## src/rtl/capture_pkg.sv

```systemverilog
// Constants, field layout and carrier types of the input capture channel.
// Assumes a single 100 MHz system clock and a plain strobe-based register port.
package capture_pkg;

  localparam int ADDR_W = 4;
  localparam int DATA_W = 32;
  localparam int STAT_W = 2;

  // Register offsets on the plain register port.
  localparam logic [ADDR_W-1:0] OFF_CTRL = 4'h0;
  localparam logic [ADDR_W-1:0] OFF_BUF = 4'h4;
  localparam logic [ADDR_W-1:0] OFF_STAT = 4'h8;
  localparam logic [ADDR_W-1:0] OFF_MASK = 4'hC;

  // Field positions of capture_channel_control.
  localparam int ON_BIT = 15;
  localparam int IDLE_STOP_BIT = 13;
  localparam int FIRST_EDGE_BIT = 9;
  localparam int WIDE_BIT = 8;
  localparam int TMR_BIT = 7;
  localparam int EVT_LSB = 5;
  localparam int OVF_BIT = 4;
  localparam int BNE_BIT = 3;
  localparam int MODE_LSB = 0;
  localparam logic [DATA_W-1:0] CTRL_USED = 32'h0000_A3FF;

  // Status bit positions, shared by the mask register.
  localparam int ST_CAP = 0;
  localparam int ST_OVF = 1;

  // Capture mode encodings.
  localparam logic [2:0] MODE_OFF = 3'h0;
  localparam logic [2:0] MODE_EVERY = 3'h1;
  localparam logic [2:0] MODE_FALL = 3'h2;
  localparam logic [2:0] MODE_RISE = 3'h3;
  localparam logic [2:0] MODE_FIRST = 3'h6;

  typedef struct packed {
    logic on;
    logic stop_idle;
    logic first_edge;
    logic wide;
    logic tmr_sel;
    logic [1:0] evt_div;
    logic [2:0] mode;
  } ctrl_t;

  localparam ctrl_t CTRL_RESET = 10'h000;

  typedef struct packed {
    logic wr;
    logic rd;
    logic [ADDR_W-1:0] addr;
    logic [DATA_W-1:0] wdata;
  } bus_req_t;

  typedef enum logic [1:0] {
    S_ARM = 2'h1,
    S_RUN = 2'h2
  } edge_state_t;

endpackage

```

## src/rtl/input_capture_control.sv

```systemverilog
// One input capture channel: pin synchroniser, edge qualifier, capture buffer,
// event prescaler, control register, sticky interrupt status and mask.
// Assumes timer values arrive on CLK_SYS; the capture pin is asynchronous.
//
// Contract
// - Enable bit runs channel; clear resets and stops.
// - Stop-in-idle halts channel during Idle mode.
// - Mode 110 first capture on selected edge.
// - Wide select stores 32-bit timer value.
// - Source select picks timer in 16-bit capture.
// - Interrupt after one to four capture events.
// - Overflow flag reads one after overflow.
// - Buffer-not-empty flag shows unread captures.
`timescale 1ns/1ps

module input_capture_control #(
  parameter int DEPTH = 4
) (
  input wire logic CLK_SYS,
  input wire logic RSTN,
  input wire capture_pkg::bus_req_t BUS_REQ,
  output logic [capture_pkg::DATA_W-1:0] RDATA,
  input wire logic CAP_PIN,
  input wire logic [15:0] TMR_SECOND,
  input wire logic [15:0] TMR_THIRD,
  input wire logic IDLE_MODE,
  output logic IRQ
);
  import capture_pkg::*;

  localparam int PW = (DEPTH > 1) ? $clog2(DEPTH) : 1;
  localparam logic [PW:0] FULL_COUNT = (PW + 1)'(DEPTH);
  localparam logic [PW-1:0] LAST_SLOT = PW'(DEPTH - 1);

  ctrl_t ctrl_q;
  logic pin_s1_q;
  logic pin_s2_q;
  logic pin_prev_q;
  logic [DATA_W-1:0] buf_q [DEPTH];
  logic [PW-1:0] wr_ptr_q;
  logic [PW-1:0] rd_ptr_q;
  logic [PW:0] count_q;
  logic ovf_q;
  logic [1:0] evt_cnt_q;
  logic [STAT_W-1:0] status_q;
  logic [STAT_W-1:0] status_d;
  logic [STAT_W-1:0] mask_q;
  logic [DATA_W-1:0] rdata_q;
  logic irq_q;
  edge_state_t state_q;

  logic active;
  logic rise;
  logic fall;
  logic edge_hit;
  logic capture;
  logic empty;
  logic full;
  logic push;
  logic pop;
  logic int_evt;
  logic wr_ctrl;
  logic rd_stat;
  logic [DATA_W-1:0] stamp;
  logic [DATA_W-1:0] rd_word;

  assign RDATA = rdata_q;
  assign IRQ = irq_q;

  // A stopped channel sees no edges, so no capture and no interrupt source.
  assign active = ctrl_q.on & ~(ctrl_q.stop_idle & IDLE_MODE);
  assign rise = pin_s2_q & ~pin_prev_q;
  assign fall = ~pin_s2_q & pin_prev_q;
  assign empty = (count_q == '0);
  assign full = (count_q == FULL_COUNT);
  assign capture = active & edge_hit;
  assign push = capture & ~full;
  assign pop = BUS_REQ.rd & (BUS_REQ.addr == OFF_BUF) & ~empty;
  assign int_evt = capture & (evt_cnt_q == ctrl_q.evt_div);
  assign wr_ctrl = BUS_REQ.wr & (BUS_REQ.addr == OFF_CTRL);
  assign rd_stat = BUS_REQ.rd & (BUS_REQ.addr == OFF_STAT);

  // The two timers pair into one 32-bit value, the third timer as upper half.
  always_comb
  begin
    if (ctrl_q.wide)
    begin
      stamp = {TMR_THIRD, TMR_SECOND};
    end
    else if (ctrl_q.tmr_sel)
    begin
      stamp = {16'h0000, TMR_SECOND};
    end
    else
    begin
      stamp = {16'h0000, TMR_THIRD};
    end
  end

  always_comb
  begin
    case (ctrl_q.mode)
      MODE_EVERY:
        edge_hit = rise | fall;
      MODE_FALL:
        edge_hit = fall;
      MODE_RISE:
        edge_hit = rise;
      MODE_FIRST:
      begin
        if (state_q == S_ARM)
        begin
          edge_hit = ctrl_q.first_edge ? rise : fall;
        end
        else
        begin
          edge_hit = rise | fall;
        end
      end
      default:
        edge_hit = 1'b0;
    endcase
  end

  // The first stage feeds only the second; edges are taken from the second.
  always_ff @(posedge CLK_SYS or negedge RSTN)
  begin
    if (!RSTN)
    begin
      pin_s1_q <= 1'b0;
      pin_s2_q <= 1'b0;
      pin_prev_q <= 1'b0;
    end
    else
    begin
      pin_s1_q <= CAP_PIN;
      pin_s2_q <= pin_s1_q;
      pin_prev_q <= pin_s2_q;
    end
  end

  // Unused bits are simply not stored, so they read zero.
  always_ff @(posedge CLK_SYS or negedge RSTN)
  begin
    if (!RSTN)
    begin
      ctrl_q <= CTRL_RESET;
    end
    else if (wr_ctrl)
    begin
      ctrl_q.on <= BUS_REQ.wdata[ON_BIT];
      ctrl_q.stop_idle <= BUS_REQ.wdata[IDLE_STOP_BIT];
      ctrl_q.first_edge <= BUS_REQ.wdata[FIRST_EDGE_BIT];
      ctrl_q.wide <= BUS_REQ.wdata[WIDE_BIT];
      ctrl_q.tmr_sel <= BUS_REQ.wdata[TMR_BIT];
      ctrl_q.evt_div <= BUS_REQ.wdata[EVT_LSB +: 2];
      ctrl_q.mode <= BUS_REQ.wdata[MODE_LSB +: 3];
    end
  end

  always_ff @(posedge CLK_SYS or negedge RSTN)
  begin
    if (!RSTN)
    begin
      state_q <= S_ARM;
    end
    else if (!ctrl_q.on || ctrl_q.mode != MODE_FIRST)
    begin
      state_q <= S_ARM;
    end
    else
    begin
      case (state_q)
        S_ARM:
        begin
          if (capture)
          begin
            state_q <= S_RUN;
          end
        end
        S_RUN:
          state_q <= S_RUN;
        default:
          state_q <= S_ARM;
      endcase
    end
  end

  genvar gi;
  generate
    for (gi = 0; gi < DEPTH; gi++)
    begin : g_slot
      always_ff @(posedge CLK_SYS or negedge RSTN)
      begin
        if (!RSTN)
        begin
          buf_q[gi] <= '0;
        end
        else if (push && wr_ptr_q == PW'(gi))
        begin
          buf_q[gi] <= stamp;
        end
      end
    end
  endgenerate

  // Disabling the channel empties the buffer and forgets any overflow.
  always_ff @(posedge CLK_SYS or negedge RSTN)
  begin
    if (!RSTN)
    begin
      wr_ptr_q <= '0;
      rd_ptr_q <= '0;
      count_q <= '0;
      ovf_q <= 1'b0;
    end
    else if (!ctrl_q.on)
    begin
      wr_ptr_q <= '0;
      rd_ptr_q <= '0;
      count_q <= '0;
      ovf_q <= 1'b0;
    end
    else
    begin
      if (push)
      begin
        wr_ptr_q <= (wr_ptr_q == LAST_SLOT) ? '0 : wr_ptr_q + 1'b1;
      end
      if (pop)
      begin
        rd_ptr_q <= (rd_ptr_q == LAST_SLOT) ? '0 : rd_ptr_q + 1'b1;
      end
      if (push && !pop)
      begin
        count_q <= count_q + 1'b1;
      end
      else if (pop && !push)
      begin
        count_q <= count_q - 1'b1;
      end
      if (capture && full)
      begin
        ovf_q <= 1'b1;
      end
    end
  end

  always_ff @(posedge CLK_SYS or negedge RSTN)
  begin
    if (!RSTN)
    begin
      evt_cnt_q <= '0;
    end
    else if (!ctrl_q.on)
    begin
      evt_cnt_q <= '0;
    end
    else if (capture)
    begin
      evt_cnt_q <= int_evt ? 2'h0 : evt_cnt_q + 1'b1;
    end
  end

  // A new event in the cycle of the clearing read still sets its bit.
  always_comb
  begin
    status_d = rd_stat ? '0 : status_q;
    status_d[ST_CAP] = status_d[ST_CAP] | int_evt;
    status_d[ST_OVF] = status_d[ST_OVF] | (capture & full);
  end

  always_ff @(posedge CLK_SYS or negedge RSTN)
  begin
    if (!RSTN)
    begin
      status_q <= '0;
      mask_q <= '0;
    end
    else
    begin
      status_q <= status_d;
      if (BUS_REQ.wr && BUS_REQ.addr == OFF_MASK)
      begin
        mask_q <= BUS_REQ.wdata[STAT_W-1:0];
      end
    end
  end

  always_ff @(posedge CLK_SYS or negedge RSTN)
  begin
    if (!RSTN)
    begin
      irq_q <= 1'b0;
    end
    else
    begin
      irq_q <= ctrl_q.on & |(status_d & mask_q);
    end
  end

  always_comb
  begin
    rd_word = '0;
    case (BUS_REQ.addr)
      OFF_CTRL:
      begin
        rd_word[ON_BIT] = ctrl_q.on;
        rd_word[IDLE_STOP_BIT] = ctrl_q.stop_idle;
        rd_word[FIRST_EDGE_BIT] = ctrl_q.first_edge;
        rd_word[WIDE_BIT] = ctrl_q.wide;
        rd_word[TMR_BIT] = ctrl_q.tmr_sel;
        rd_word[EVT_LSB +: 2] = ctrl_q.evt_div;
        rd_word[OVF_BIT] = ovf_q;
        rd_word[BNE_BIT] = ~empty;
        rd_word[MODE_LSB +: 3] = ctrl_q.mode;
      end
      OFF_BUF:
        rd_word = empty ? '0 : buf_q[rd_ptr_q];
      OFF_STAT:
        rd_word[STAT_W-1:0] = status_q;
      OFF_MASK:
        rd_word[STAT_W-1:0] = mask_q;
      default:
        rd_word = '0;
    endcase
  end

  always_ff @(posedge CLK_SYS or negedge RSTN)
  begin
    if (!RSTN)
    begin
      rdata_q <= '0;
    end
    else
    begin
      rdata_q <= BUS_REQ.rd ? rd_word : '0;
    end
  end
endmodule

```

## config.mk

```make
export PLATFORM = sky130hd
export DESIGN_NAME = input_capture_control
export DESIGN_NICKNAME = d
export VERILOG_FILES = /design/src/rtl/capture_pkg.sv /design/src/rtl/input_capture_control.sv
export SDC_FILE = /design/constraint.sdc
export NUM_CORES = 1
export LEC_CHECK = 0
export BUFFER_PORTS_ARGS = -buffer_cell sky130_fd_sc_hd__buf_4
export CAP_MARGIN = 20
export CORE_MARGIN = 3
export CORE_UTILIZATION = 52
export DETAILED_ROUTE_END_ITERATION = 16
export GPL_TIMING_DRIVEN = 0
export PLACE_DENSITY = 0.76
export SETUP_SLACK_MARGIN = 0.15
export SLEW_MARGIN = 20
export SYNTH_ARGS = -nofsm -noshare
export SYNTH_HDL_FRONTEND = slang
export SYNTH_SLANG_ARGS = --single-unit
```

## constraint.sdc

```tcl
create_clock -name CLK_SYS -period 2.9 [get_ports CLK_SYS]
set_clock_uncertainty 0.1 [all_clocks]
set_input_delay 0.145 -clock CLK_SYS [delete_from_list [all_inputs] [get_ports CLK_SYS]]
set_output_delay 0.145 -clock CLK_SYS [all_outputs]
set_load 0.01 [all_outputs]
```

==> run_results.csv <==
group,metric,value,unit
outcome,status,"finished with violations",
outcome,failed_checks,"negative setup slack",
cts,cts_tree,"yes",
grt,grt.busiest_layer,"met2",
yosys,synth_flop_cell,"dfrtp_1",
power_and_ir_drop,clockPowerShare,35.3,%
place,place_ws,-222,ps
layout,multi_input_area,0.00356,mm2
routing,finalWirelength,19000,um
power_and_ir_drop,intPower,5.08,mW
grt,grt_max_degree,101,
routing,wire_per_inst,20.7,um
power_and_ir_drop,ir_drop,0.461,mV
grt,grt_pass1_wl,30400,um
place,gp_congestion,0.763,
hold_path,hold_class,"input pin to register",
routing,drc,0,
routing,viasPerCell,5.60,
cts,cts.sinks,190,
worst_setup_path,arrival,3180,ps
sta,setup_viol,1,
grt,gr-usage-met2,38.2,%
worst_setup_path,crit_required,3140,ps
die,fp.dieArea,0.0179,mm2
power_and_ir_drop,combinationalPowerShare,18.6,%
power_and_ir_drop,power.density,660,mW/mm2
layout,seqCellArea,0.00476,mm2
yosys,synth-edff-count,0,
grt,grt_util_all_layers,22.4,%
cts,cts_max_level,4,
sta,worst_slack,-37.8,ps
power_and_ir_drop,switching_share,25.3,%
routing,drtIter0Drc,308,
sta,finalCriticalPeriod,2940,ps
yosys,synth_warnings,0,
layout,fin_area,0.0103,mm2
sta,hold_viol_final,0,
worst_setup_path,start_kind,"register",
yosys,syn_area_per_cell,15.0,um2
routing,ant_nets,0,
die,num_rows,46,
routing,first_pass_iters,4,
power_and_ir_drop,power.leakage,4.93,nW
sta,tightestPinTransition,962,ps
routing,dr_total_vias,5136,
sta,rsz0062_at_grt,"true",
sta,slew_headroom,35.7,%
sta,fmax,0.340,GHz
sta,timing.final.crit_share,101,%
grt,grt_pass1_vias,5564,
yosys,synth_cells,564,
layout,final_cells,917,
die,dieWidth,134,um
power_and_ir_drop,pwr-share-seq,46.1,%
cts,cts-root-buf,"clkbuf_16",
place,dp_hpwl,13000,um
die,die_h,134,um
flow_run,max-cap-violations,0,
cts,clockBufferDepth,2,
place,place_area,0.00944,mm2
cts,clk_latency,430,ps
worst_setup_path,endpoint_kind,"register",
layout,layout_common_cells,"189 x dfrtp_1, 159 x mux2_2, 89 x buf_4",
grt,met3_usage,4.31,%
die,core_area,0.0159,mm2
layout,final_common_cell,"dfrtp_1",
worst_setup_path,critPathMaxStageDelay,420,ps
yosys,synthArstFlopShare,100,%
worst_setup_path,critPathKind,"register to register",
cts,clk_pin_slew,70,ps
grt,overflow,0,
yosys,synth_seq_area_share,56.1,%
grt,use_met1,29.6,%
worst_setup_path,path_cells,"inv_2, ha_4, a221o_2, or3_4, buf_8, nor2_4, fa_1, or2b_1, or2_4, o32a_1, o31ai_2",
power_and_ir_drop,finalPower,6.80,mW
layout,final_nets,771,
layout,area_growth,21.5,%
yosys,synth_nets,647,
power_and_ir_drop,switchingPower,1.72,mW
layout,antennaDiodeCount,0,
yosys,ys_ff_latch,190,
place,port_buffers,83,
cts,cts_buffers,17,
worst_setup_path,crit_path_max_fanout,2,
layout,fillers,1146,
sta,maxSlewViolCount,0,
die,initial_core_util,53.2,%
place,dp_cells,864,
yosys,ys_types,45,
worst_setup_path,cp_slowest_cell,"fa_1",
grt,antenna_found_initial,0,
yosys,mappedNetlistArea,0.00848,mm2
die,io_pins,107,
layout,drive_gt1_share,49.8,%
## area by class of cell
type | instances | area share, %
well taps | 216 | 2.62
inverters | 11 | 0.401
multi-input cells | 332 | 34.5
repair buffers | 105 | 8.25
clock buffers | 22 | 4.60
flip-flops and latches | 190 | 46.1
plain buffers | 31 | 2.16
clock inverters | 10 | 1.31
## sequential cells by signal (all words and copies together), names as in the netlist, 2 cells and up
| signal | flops |
|---|---|
| RDATA | 32 |
| status_q | 2 |
| count_q | 3 |
| wr_ptr_q | 2 |
| ctrl_q | 10 |
| rd_ptr_q | 2 |
| mask_q | 2 |
| buf_q | 128 |
| state_q | 2 |
| evt_cnt_q | 2 |
## cell usage after synthesis (all sizes together) (2+ instances only)
| library cell | number | share of area [%] |
|---|---|---|
| o41ai | 2 | 0.21 |
| a22oi | 4 | 0.35 |
| o21ai | 6 | 0.35 |
| inv | 11 | 0.49 |
| buf | 16 | 1.8 |
| or2b | 2 | 0.18 |
| mux4 | 32 | 8.5 |
| xnor2 | 5 | 0.52 |
| nor3 | 3 | 0.18 |
| mux2 | 159 | 21 |
| nand2 | 16 | 0.71 |
| o31ai | 2 | 0.18 |
| nand3 | 2 | 0.12 |
| nor4b | 2 | 0.46 |
| a22o | 8 | 0.83 |
| a21oi | 7 | 0.41 |
| dfrtp | 189 | 56 |
| nor2 | 14 | 0.62 |
| or2 | 2 | 0.15 |
| clkbuf | 15 | 0.66 |
| ha | 8 | 1.2 |
| or3 | 2 | 0.15 |
| and2 | 37 | 2.7 |
| mux2i | 3 | 0.35 |
## power groups by stage
| stage | clock, mW | sequential (mW) | combinational (mW) |
|---|---|---|---|
| final | 2.40 | 3.14 | 1.27 |
| after global routing | 2.54 | 3.17 | 1.37 |
| after CTS | 2.44 | 3.14 | 1.26 |
| after detailed placement | 0 | 3.18 | 1.20 |
| after global placement | 0 | 3.15 | 1.14 |
| after floorplan | 0 | 3.11 | 0.847 |
## stage by stage
step | utilization [%] | hold WS (ps) | setup TNS, ps
6_report | 64.7 | 33.1 | -37.8
2_1_floorplan | - | -251 | -34.2
3_5_place_dp | 59.2 | 119 | -282
4_1_cts | 64.5 | 17.0 | -12.7
5_1_grt | 64.7 | 41.5 | -131
3_3_place_gp | 59.0 | 154 | -143
## per-layer routing
| metal | up-vias | share of wire (%) | wire length [um] |
|---|---|---|---|
| met3 | 15 | 4.5 | 846 |
| met4 | 0 | 1.1 | 204 |
| met5 | - | 0 | 0 |
| met1 | 2705 | 43 | 8160 |
| li1 | 2288 | - | - |
| met2 | 128 | 51 | 9760 |
## cell families after synthesis
family                     synth area share (%)
muxes                                      30.0
AOI/OAI and AO/OA                          3.29
xor gates and xnor gates                  0.516
adders and majority gates                  1.42
and+or+nand+nor                            5.84
DFF                                        56.1
buffers and inverters                      2.93
## critical path: cells and delay by family, from the launching register on
kind                       cells  cell delay (ps)
buffers and inverters          2              210
and+or+nand+nor                4              920
adders and majority gates      2              630
DFF                            1              390
AOI/OAI and AO/OA              3              590
## worst paths after layout
path	start	to	slack (ps)	cells after the start
worst max-delay path	pin_s2_q	count_q[1]	-40	11
worst min-delay path	TMR_SECOND[12]	buf_q[108]	30	3
worst max register to register	pin_s2_q	count_q[1]	-40	11
worst min register to register	pin_s1_q	pin_s2_q	260	0
max in group asynchronous	RSTN	buf_q[117]	1540	3
min in group asynchronous	RSTN	pin_prev_q	220	2
## what timing repair did
action	4_1_cts	5_1_grt
setup endpoints to repair	122	55
gates resized for setup	8	11
buffers inserted	7	0
pin swaps	8	0
hold buffers	14	0
hold endpoints to repair	107	0
Note: power is estimated with default switching activity, not from simulation.
